### src/rtl/aac_pkg.sv
package aac_pkg;
    localparam int AAC_FIFO_DEPTH    = 32;
    localparam int AAC_FIFO_WIDTH    = 16;
    localparam int AAC_INSTR_COUNT   = 8;
    localparam int AAC_RES_HI        = 13;
    localparam int AAC_RES_LO        = 9;
    localparam int AAC_LIN_COUNT     = 13;
    localparam int AAC_CAL_AVG       = 8;
    localparam int AAC_ROM_DEPTH     = 16;
    localparam int AAC_CFG_DIAG_BIT  = 11;
    localparam int AAC_INS_LOOP_BIT  = 0;
    localparam int AAC_INS_PAUSE_BIT = 1;
    localparam int AAC_INS_POS_LSB   = 2;
    localparam int AAC_INS_NEG_LSB   = 5;
    localparam int AAC_INS_TIMER_BIT = 9;
    localparam int AAC_INS_RES8_BIT  = 10;
    localparam int AAC_INS_WDOG_BIT  = 11;
    localparam int AAC_INS_ACQ_LSB   = 12;
    localparam logic [15:0] AAC_CFG_RESET = 16'h0000;
    localparam logic [3:0]  AAC_ACQ_BASE  = 4'h2;
    typedef enum logic [1:0] {AAC_MODE_C12, AAC_MODE_C8, AAC_MODE_WDOG} aac_mode_t;
endpackage

### src/rtl/aac_fifo.sv
`timescale 1ns/1ps
module aac_fifo #(
    parameter int WIDTH = 16,
    parameter int DEPTH = 8
) (
    input  wire logic                       clk,
    input  wire logic                       reset_n,
    input  wire logic [WIDTH-1:0]           in_data,
    input  wire logic                       in_valid,
    output logic                            in_ready,
    output logic [WIDTH-1:0]                out_data,
    output logic                            out_valid,
    input  wire logic                       out_ready,
    output logic [$clog2(DEPTH+1)-1:0]      count
);
    localparam int AW = $clog2(DEPTH);
    logic [WIDTH-1:0] mem [DEPTH];
    logic [AW-1:0]    wr_ptr_reg;
    logic [AW-1:0]    rd_ptr_reg;
    logic [$clog2(DEPTH+1)-1:0] cnt_reg;
    wire              push = in_valid && in_ready;
    wire              pop  = out_valid && out_ready;

    assign in_ready  = (cnt_reg != DEPTH[$clog2(DEPTH+1)-1:0]);
    assign out_valid = (cnt_reg != '0);
    assign out_data  = mem[rd_ptr_reg];
    assign count     = cnt_reg;

    always_ff @(posedge clk)
    begin
        if (push)
        begin
            mem[wr_ptr_reg] <= in_data;
        end
    end

    // Arrival order kept by plain ring pointers
    always_ff @(posedge clk)
    begin
        if (!reset_n)
        begin
            wr_ptr_reg <= '0;
            rd_ptr_reg <= '0;
            cnt_reg    <= '0;
        end
        else
        begin
            if (push)
                wr_ptr_reg <= (wr_ptr_reg == AW'(DEPTH - 1)) ? '0 : wr_ptr_reg + 1'b1;
            if (pop)
                rd_ptr_reg <= (rd_ptr_reg == AW'(DEPTH - 1)) ? '0 : rd_ptr_reg + 1'b1;
            if (push && !pop)
                cnt_reg <= cnt_reg + 1'b1;
            else if (pop && !push)
                cnt_reg <= cnt_reg - 1'b1;
        end
    end
endmodule

### src/rtl/aac_core.sv
`timescale 1ns/1ps
module aac_core #(
    parameter int FIFO_DEPTH = aac_pkg::AAC_FIFO_DEPTH,
    parameter bit DIAG_ALLOWED = 1'b1
) (
    input  wire logic                 clk,
    input  wire logic                 reset_n,
    input  wire logic                 instr_we,
    input  wire logic [2:0]           instr_addr,
    input  wire logic [1:0]           instr_sect,
    input  wire logic [15:0]          instr_wdata,
    input  wire logic [15:0]          config_word,
    input  wire logic                 start,
    input  wire logic                 cal_offset,
    input  wire logic                 cal_full,
    input  wire logic [5:0]           int_count,
    input  wire logic [7:0]           int_mask,
    input  wire logic                 status_rd,
    output logic [7:0]                status,
    input  wire logic                 cmp_bit,
    output logic [12:0]               dac_code,
    output logic [2:0]                mux_pos,
    output logic [2:0]                mux_neg,
    output logic                      diag_sel,
    output logic                      sample,
    input  wire logic                 res_rd,
    output logic [15:0]               res_data,
    output logic                      res_valid,
    output logic [5:0]                res_count,
    output logic                      int_n,
    output logic                      xfer_req,
    output logic                      busy
);
    import aac_pkg::*;

    typedef enum logic [3:0] {S_IDLE, S_FETCH, S_TIMER, S_ACQ, S_CONV, S_CORR,
                              S_PUSH, S_CAL_ZERO, S_CAL_CAP, S_CAL_DONE} aac_state_t;

    logic [15:0] instr_mem [AAC_INSTR_COUNT];
    logic [15:0] lim1_mem  [AAC_INSTR_COUNT];
    logic [15:0] lim2_mem  [AAC_INSTR_COUNT];
    logic signed [15:0] lin_coef_reg [AAC_LIN_COUNT];
    logic signed [15:0] offset_coef_reg;

    aac_state_t  state_reg;
    logic [2:0]  pc_reg;
    logic [3:0]  bit_reg;
    logic [12:0] sar_reg;
    logic signed [19:0] acc_reg;
    logic [3:0]  rep_reg;
    logic [3:0]  cap_reg;
    logic [3:0]  rom_idx_reg;
    logic [15:0] timer_reg;
    logic [3:0]  acq_reg;
    logic        lim_sel_reg;
    logic        full_cal_reg;
    logic [7:0]  status_reg;
    logic        xfer_reg;
    logic [15:0] push_data_reg;
    logic        push_reg;

    // Calibration pattern table
    function automatic logic [7:0] cal_rom(input logic [3:0] idx);
        return {idx, ~idx};
    endfunction

    function automatic logic [3:0] res_bits(input logic [15:0] ins);
        return ins[AAC_INS_RES8_BIT] || ins[AAC_INS_WDOG_BIT] ?
               4'(AAC_RES_LO) : 4'(AAC_RES_HI);
    endfunction

    wire  [15:0] cur_ins   = instr_mem[pc_reg];
    wire  [3:0]  nbits     = res_bits(cur_ins);
    wire         is_wdog   = cur_ins[AAC_INS_WDOG_BIT];
    wire         is_c12    = !is_wdog && !cur_ins[AAC_INS_RES8_BIT];
    wire  [15:0] cur_lim   = lim_sel_reg ? lim2_mem[pc_reg] : lim1_mem[pc_reg];
    wire  [7:0]  rom_pat   = cal_rom(rom_idx_reg);
    wire         trial_one = cmp_bit;
    wire  [12:0] trial_bit = 13'h1 << bit_reg;
    // One calibration measurement: comparator low counts up, high counts down
    wire signed [19:0] meas_step = cmp_bit ? -20'sh1 : 20'sh1;

    // Sign-magnitude to two's complement, 12-bit left aligned
    wire  [11:0] mag12     = is_c12 ? sar_reg[11:0] : {sar_reg[7:0], 4'h0};
    // Sign is the first trial, so it sits lower at 8-bit resolution
    wire         sign_bit  = is_c12 ? sar_reg[12] : sar_reg[8];
    wire signed [15:0] raw_tc = sign_bit ? -$signed({4'h0, mag12})
                                            : $signed({4'h0, mag12});
    wire signed [19:0] lin_sum;
    wire signed [19:0] corrected = {{4{raw_tc[15]}}, raw_tc} - {{4{offset_coef_reg[15]}},
                                   offset_coef_reg} - (is_c12 ? lin_sum : 20'sh0);
    wire signed [8:0]  lim_val = {cur_lim[9], cur_lim[7:0]};
    wire signed [8:0]  smp_val = corrected[12:4];
    wire         above     = smp_val > lim_val;
    wire         lim_hit   = cur_lim[8] ? above : !above;

    // Background linearity sum over set result bits
    genvar g;
    wire signed [19:0] lin_part [AAC_LIN_COUNT];
    generate
        for (g = 0; g < AAC_LIN_COUNT; g++)
        begin : g_lin
            if (g == 0)
                assign lin_part[g] = sar_reg[g] ? {{4{lin_coef_reg[g][15]}}, lin_coef_reg[g]}
                                                : 20'sh0;
            else
                assign lin_part[g] = lin_part[g-1] + (sar_reg[g] ?
                                     {{4{lin_coef_reg[g][15]}}, lin_coef_reg[g]} : 20'sh0);
        end
    endgenerate
    assign lin_sum = lin_part[AAC_LIN_COUNT-1];

    logic [5:0] fifo_cnt;
    logic       fifo_in_ready;

    aac_fifo #(
        .WIDTH (AAC_FIFO_WIDTH),
        .DEPTH (FIFO_DEPTH)
    ) u_fifo (
        .clk       (clk),
        .reset_n   (reset_n),
        .in_data   (push_data_reg),
        .in_valid  (push_reg),
        .in_ready  (fifo_in_ready),
        .out_data  (res_data),
        .out_valid (res_valid),
        .out_ready (res_rd),
        .count     (fifo_cnt)
    );

    assign res_count = fifo_cnt;
    assign mux_pos   = cur_ins[AAC_INS_POS_LSB +: 3];
    assign mux_neg   = cur_ins[AAC_INS_NEG_LSB +: 3];
    assign diag_sel  = DIAG_ALLOWED && config_word[AAC_CFG_DIAG_BIT];
    assign sample    = (state_reg == S_ACQ);
    assign busy      = (state_reg != S_IDLE);
    assign status    = status_reg;
    assign int_n     = ~|(status_reg & int_mask);
    assign xfer_req  = xfer_reg;
    assign dac_code  = (state_reg == S_CONV) ? (sar_reg | trial_bit)
                     : (state_reg == S_CAL_CAP) ? {5'h0, rom_pat} : 13'h0;

    wire        cnt_hit  = (fifo_cnt == int_count) && (int_count != '0);
    wire        ff_full  = !fifo_in_ready;
    wire        push_now = (state_reg == S_PUSH) && !is_wdog && fifo_in_ready;
    wire        seq_last = cur_ins[AAC_INS_LOOP_BIT] || (pc_reg == 3'(AAC_INSTR_COUNT - 1));

    always_ff @(posedge clk)
    begin
        if (instr_we)
        begin
            if (instr_sect == 2'd0)
                instr_mem[instr_addr] <= instr_wdata;
            else if (instr_sect == 2'd1)
                lim1_mem[instr_addr] <= instr_wdata;
            else
                lim2_mem[instr_addr] <= instr_wdata;
        end
    end

    // Status bits: set wins over the read-clear
    wire [7:0] status_set = {3'h0, 1'b0, ff_full, cnt_hit,
                             (state_reg == S_CAL_DONE),
                             (state_reg == S_CORR) && is_wdog && lim_hit};

    always_ff @(posedge clk)
    begin
        if (!reset_n)
            status_reg <= 8'h00;
        else
            status_reg <= (status_rd ? 8'h00 : status_reg) | status_set;
    end

    always_ff @(posedge clk)
    begin
        if (!reset_n)
            xfer_reg <= 1'b0;
        else if (cnt_hit)
            xfer_reg <= 1'b1;
        else if (fifo_cnt == '0)
            xfer_reg <= 1'b0;
    end

    always_ff @(posedge clk)
    begin
        if (!reset_n)
        begin
            state_reg       <= S_IDLE;
            pc_reg          <= 3'h0;
            bit_reg         <= 4'h0;
            sar_reg         <= 13'h0;
            acc_reg         <= 20'sh0;
            rep_reg         <= 4'h0;
            cap_reg         <= 4'h0;
            rom_idx_reg     <= 4'h0;
            timer_reg       <= 16'h0;
            acq_reg         <= 4'h0;
            lim_sel_reg     <= 1'b0;
            full_cal_reg    <= 1'b0;
            offset_coef_reg <= 16'sh0;
            push_reg        <= 1'b0;
            push_data_reg   <= 16'h0;
            for (int i = 0; i < AAC_LIN_COUNT; i++)
                lin_coef_reg[i] <= 16'sh0;
        end
        else
        begin
            push_reg <= push_now;
            if (push_now)
                push_data_reg <= corrected[15:0];
            case (state_reg)
                S_IDLE:
                begin
                    if (cal_offset || cal_full)
                    begin
                        full_cal_reg <= cal_full;
                        rep_reg      <= 4'h0;
                        acc_reg      <= 20'sh0;
                        state_reg    <= S_CAL_ZERO;
                    end
                    else if (start)
                    begin
                        pc_reg    <= 3'h0;
                        state_reg <= S_FETCH;
                    end
                end
                S_FETCH:
                begin
                    timer_reg   <= {cur_ins[15:12], 12'h0};
                    acq_reg     <= AAC_ACQ_BASE + cur_ins[AAC_INS_ACQ_LSB +: 4];
                    lim_sel_reg <= 1'b0;
                    state_reg   <= cur_ins[AAC_INS_TIMER_BIT] ? S_TIMER : S_ACQ;
                end
                S_TIMER:
                begin
                    timer_reg <= timer_reg - 16'h1;
                    if (timer_reg == 16'h0)
                        state_reg <= S_ACQ;
                end
                S_ACQ:
                begin
                    acq_reg <= acq_reg - 4'h1;
                    if (acq_reg == 4'h0)
                    begin
                        sar_reg   <= 13'h0;
                        bit_reg   <= nbits - 4'h1;
                        state_reg <= S_CONV;
                    end
                end
                // One trial per bit: 9 cycles versus 13 cycles
                S_CONV:
                begin
                    if (trial_one)
                        sar_reg <= sar_reg | trial_bit;
                    if (bit_reg == 4'h0)
                        state_reg <= S_CORR;
                    else
                        bit_reg <= bit_reg - 4'h1;
                end
                S_CORR:
                begin
                    if (is_wdog && !lim_sel_reg)
                    begin
                        lim_sel_reg <= 1'b1;
                        state_reg   <= S_CORR;
                    end
                    else
                        state_reg <= S_PUSH;
                end
                // Stall on a full buffer rather than drop a result
                S_PUSH:
                begin
                    if (is_wdog || fifo_in_ready)
                    begin
                        if (!start)
                            state_reg <= S_IDLE;
                        else
                        begin
                            pc_reg    <= seq_last ? 3'h0 : pc_reg + 3'h1;
                            state_reg <= S_FETCH;
                        end
                    end
                end
                S_CAL_ZERO:
                begin
                    acc_reg <= acc_reg + meas_step;
                    rep_reg <= rep_reg + 4'h1;
                    if (!full_cal_reg)
                    begin
                        offset_coef_reg <= 16'(meas_step);
                        state_reg       <= S_CAL_DONE;
                    end
                    else if (rep_reg == 4'(AAC_CAL_AVG - 1))
                    begin
                        offset_coef_reg <= 16'((acc_reg + meas_step) >>> 3);
                        rep_reg         <= 4'h0;
                        cap_reg         <= 4'h0;
                        rom_idx_reg     <= 4'h0;
                        acc_reg         <= 20'sh0;
                        state_reg       <= S_CAL_CAP;
                    end
                end
                S_CAL_CAP:
                begin
                    rom_idx_reg <= rom_idx_reg + 4'h1;
                    acc_reg     <= acc_reg + meas_step;
                    rep_reg     <= rep_reg + 4'h1;
                    if (rep_reg == 4'(AAC_CAL_AVG - 1))
                    begin
                        lin_coef_reg[cap_reg] <= 16'((acc_reg + meas_step) >>> 3);
                        rep_reg <= 4'h0;
                        acc_reg <= 20'sh0;
                        if (cap_reg == 4'(AAC_LIN_COUNT - 1))
                            state_reg <= S_CAL_DONE;
                        else
                            cap_reg <= cap_reg + 4'h1;
                    end
                end
                S_CAL_DONE:
                    state_reg <= S_IDLE;
                default:
                    state_reg <= S_IDLE;
            endcase
        end
    end
endmodule

### config.mk
export PLATFORM = sky130hd
export DESIGN_NAME = aac_core
export DESIGN_NICKNAME = d
export VERILOG_FILES = /design/src/rtl/aac_pkg.sv /design/src/rtl/aac_fifo.sv /design/src/rtl/aac_core.sv
export SDC_FILE = /design/constraint.sdc
export NUM_CORES = 2
export LEC_CHECK = 0
export ABC_AREA = 0
export BUFFER_PORTS_ARGS = -buffer_cell sky130_fd_sc_hd__buf_2
export CORE_MARGIN = 2
export CORE_UTILIZATION = 35
export DETAILED_ROUTE_END_ITERATION = 7
export GPL_TIMING_DRIVEN = 0
export PLACE_DENSITY = 0.61
export SLEW_MARGIN = 40
export SYNTH_ARGS = -nofsm -noshare
export SYNTH_HDL_FRONTEND = slang
export SYNTH_HIERARCHICAL = 1
export SYNTH_SLANG_ARGS = --single-unit
export TNS_END_PERCENT = 20
### constraint.sdc
create_clock -name clk -period 11.3 [get_ports clk]
set_input_delay 0.565 -clock clk [delete_from_list [all_inputs] [get_ports clk]]
set_output_delay 0.565 -clock clk [all_outputs]
set_load 0.01 [all_outputs]
==> impl_results.rst <==
.. list-table::
   :header-rows: 1

   * - Metric
     - Value
   * - Run status
     - complete, no violations
   * - Fill cell total of the finished layout
     - 13600
   * - GRT Resource Usage Total
     - 17.5%
   * - Top cell types by occurrence after synthesis
     - edfxtp_1, nor2_1, nand2_1, inv_1, fa_1
   * - Simple logic cell fraction of the synthesized area
     - 8.99%
   * - Portion of synthesized cell area occupied by the leading cell type
     - 57.4%
   * - Critical setup path kind
     - flip-flop to flip-flop
   * - Pin count of the biggest net entering global routing
     - 34
   * - Main combinational cell family by area after synthesis
     - multiplexers
   * - Final HPWL DP
     - just over 90000 um
   * - Biggest area consumer among synthesized cells
     - edfxtp_1
   * - M1 wire length
     - 57700 um
   * - Distinct cells, synth
     - 86
   * - Total power after layout
     - just over 10 mW
   * - I/O pin count
     - 115
   * - HP Start
     - instr_wdata[15]
   * - Final Wtd Congestion
     - 0.897
   * - Insertion delay to the later sink of the worst-skew pair
     - 0.76 ns
   * - H-Tree Level Count
     - 3
   * - Switching part of the total power
     - 27.7%
   * - Fmax
     - 98.5 MHz
   * - Flip-flop and latch count after synthesis
     - ~1100
   * - Total count of hold-check failures in the final report
     - 0
   * - Most used flip-flop cell after synthesis
     - edfxtp_1
   * - Headroom to the max-slew limit
     - 40.9%
   * - Core outline area
     - 147000 um2
   * - Count of synthesis-stage warnings from yosys
     - 6
   * - First-pass GRT wire length
     - 198000 um
   * - First-pass iteration count of the detailed router
     - 6
   * - CTS Hold Bufs
     - 0
   * - Final Skew
     - 0.0607 ns
   * - Startpoint class of the critical path
     - flip-flop
   * - Net load switching power
     - ~2.9 mW
   * - Effective utilization at floorplan
     - 35.2%
   * - Power per standard cell area
     - approximately 170 nW/um2
   * - Share of layout cells above drive strength 1
     - 15.2%
   * - Complex-gate fraction of the synthesized area
     - under 10%
   * - TritonCTS clock tree
     - built
   * - Post-CTS sizing
     - 0
   * - Clock Tree Buf Depth
     - 3
   * - Cell area after synthesis
     - between 50000 and 60000 um2
   * - Final setup violation count
     - 0
   * - Total CTS buffers
     - 118
   * - Delay of the slowest cell on the worst path
     - 0.61 ns
   * - Power share of the sequential group
     - approximately 46%
   * - Routed wire length on met3
     - slightly below 9000 um
   * - Routed Wire Length
     - 133000 um
   * - Most frequent CP cell
     - fa_1
   * - Post-CTS setup-driven buffer insertion count
     - 0
   * - Number of synthesized flops with an enable pin
     - between 900 and 1000
   * - Req. time, crit path
     - around 12 ns
   * - Gr ovfl total
     - 0
   * - Portion of total power attributed to combinational logic
     - 16.0%
   * - Slowest stage cell on the critical path
     - a2111oi_0
   * - Number of maximum-capacitance violations
     - 0
   * - Met2 routed wirelength
     - between 60000 and 70000 um
   * - Critical Path End Type
     - flip-flop
   * - Top cells by area in the synthesized netlist
     - edfxtp_1, fa_1, mux4_2, dfxtp_1, nor2_1
   * - Largest vdd supply drop
     - 0.000135 V
   * - Slew Viols, Final
     - 0
   * - Routed wire length per instance
     - 22.5 um
   * - Synth-to-layout area growth
     - 14.2%
   * - Hold Slack
     - 0.0811 ns
   * - Post-placement worst setup slack
     - 1.40 ns
   * - Setup TNS
     - 0 ns
   * - DIE AREA
     - 151000 um2
   * - Clock edge transition at the registers on the reported setup and hold paths
     - 0.06 ns
   * - Reported leakage power
     - about 20 nW
   * - Inst Count DP
     - ~5700
   * - Reg2reg start
     - sar_reg[8]
   * - Largest fanout of any net on the critical path
     - 10
   * - IO Port Bufs
     - 89
   * - Measured slew at the worst slew-check pin
     - between 0.8 and 0.9 ns
   * - Number of instances in the synthesized netlist
     - 3659
   * - Clock sink total
     - between 1000 and 1500
   * - Non-filler cells, final
     - 5909
   * - Area share of xor/xnor cells in the synthesized design
     - ~1.5%
   * - Vias per cell
     - 5.21
   * - DRT antenna net count
     - 0
   * - Tightest Hold Check Type
     - primary input to flip-flop
   * - Seq/Total Area, Yosys
     - 62.8%
   * - Top Layer Used
     - met4
   * - Die boundary height
     - a little under 400 um
   * - Slack of the critical path
     - 1.15 ns
   * - Mean instance size in the synthesized netlist
     - 14.2 um2
   * - Fraction of synthesis flops using an asynchronous set or reset pin
     - 0%
   * - Largest register FFs
     - 512
   * - Part of the power in the clock network
     - a little under two fifths
   * - Root Driver
     - clkbuf_16
   * - Share of synthesized area spent on multiplexers
     - 9.32%
   * - Endpoint arrival time on the critical path
     - roughly 11 ns
   * - Die width
     - between 300 and 400 um
   * - Number of standard-cell rows in the floorplan
     - 141
   * - Antenna cell count
     - 0
   * - Cell internal power dissipation
     - 7.47 mW
   * - Routed vias
     - 30800
   * - Most common cell in the synthesized netlist
     - edfxtp_1
   * - Post-layout nets
     - 4196
   * - Vias in the first global route
     - 30900
   * - Iteration-0 DRC count of the detailed router
     - between 2000 and 3000
   * - Part of the cycle the worst path needs
     - between 80% and 90%
   * - Final period demand of the worst path
     - 10.15 ns
   * - Crit path launch
     - sar_reg[8]
   * - Post-Synth Adder-Cell Area
     - 8.76%
   * - RSZ-0062 raised after global routing
     - false
   * - DRC Markers
     - 0
   * - Antenna violations before repair
     - 5
## placed cells by master, fill, tap and decap left out, types with 116 or more instances in the layout
cell       synthesis  layout
inv_1            225     225
dfxtp_1          139     123
mux2i_1          149     149
edfxtp_1         992     992
clkbuf_16          0     119
a21oi_1          118     116
nand2_1          248     236
fa_1             174     174
mux4_2           142     142
nor2_1           453     397
clkbuf_1         142     149
buf_2             29     121
## cells by family (layout without fill, tap and decap cells)
family          Yosys count  count (layout)
compound gates          427             427
buf+inv                 420             737
fa+ha+maj               259             259
xor+xnor                 86              86
flops                  1131            1131
mux                     303             303
simple gates           1032            1032
other cells               1               4
## final cells by class
cell class / count / area, um2 / share of cell area, %
sequential: 1131 / 32600 / 55.0
clock buffer: 150 / 3170 / 5.36
buffer: 194 / 818 / 1.38
multi-input combinational: 2111 / 18100 / 30.6
inverter: 226 / 851 / 1.44
clock inverter: 72 / 712 / 1.20
tap: 1930 / 2410 / 4.07
timing repair buffer: 95 / 586 / 0.988
## power groups by stage
stage | Clock [mW] | Sequential (mW) | Combinational [mW]
global route | 4.11 | 4.82 | 1.81
global placement | 0 | 4.89 | 1.59
floorplan | 0 | 4.83 | 1.10
finish | 3.88 | 4.80 | 1.65
CTS | 3.94 | 4.80 | 1.63
detailed placement | 0 | 4.89 | 1.63
## path summary, 6_finish.rpt
path	to	slack, ns	cells after the start
hold reg to reg	acq_reg[1]	0.47	2
hold / removal	instr_mem[2][15]	0.08	1
setup / recovery	push_data_reg[15]	1.15	30
setup reg to reg	push_data_reg[15]	1.15	30
## through the flow
step	utilization (%)	area, um2
detailed placement	37.5	55300
CTS	40.1	59200
floorplan	-	51900
global placement	37.1	54800
global route	40.2	59300
finish	40.2	59300
## metal layers
metal	vias up	global-route usage (%)
li1	13800	-
met1	15800	24.1
met2	1006	28.4
met3	207	3.29
met4	0	4.77
met5	-	0
## worst max-delay path, delay by kind of cell, from the launching register on
kind            cells  cell delay [ns]
xor+xnor            1             0.46
fa+ha+maj           9             4.10
simple gates        3             0.87
flops               1             0.36
compound gates     11             2.53
buf+inv             6             1.64
(Power assumes the default switching activity.)
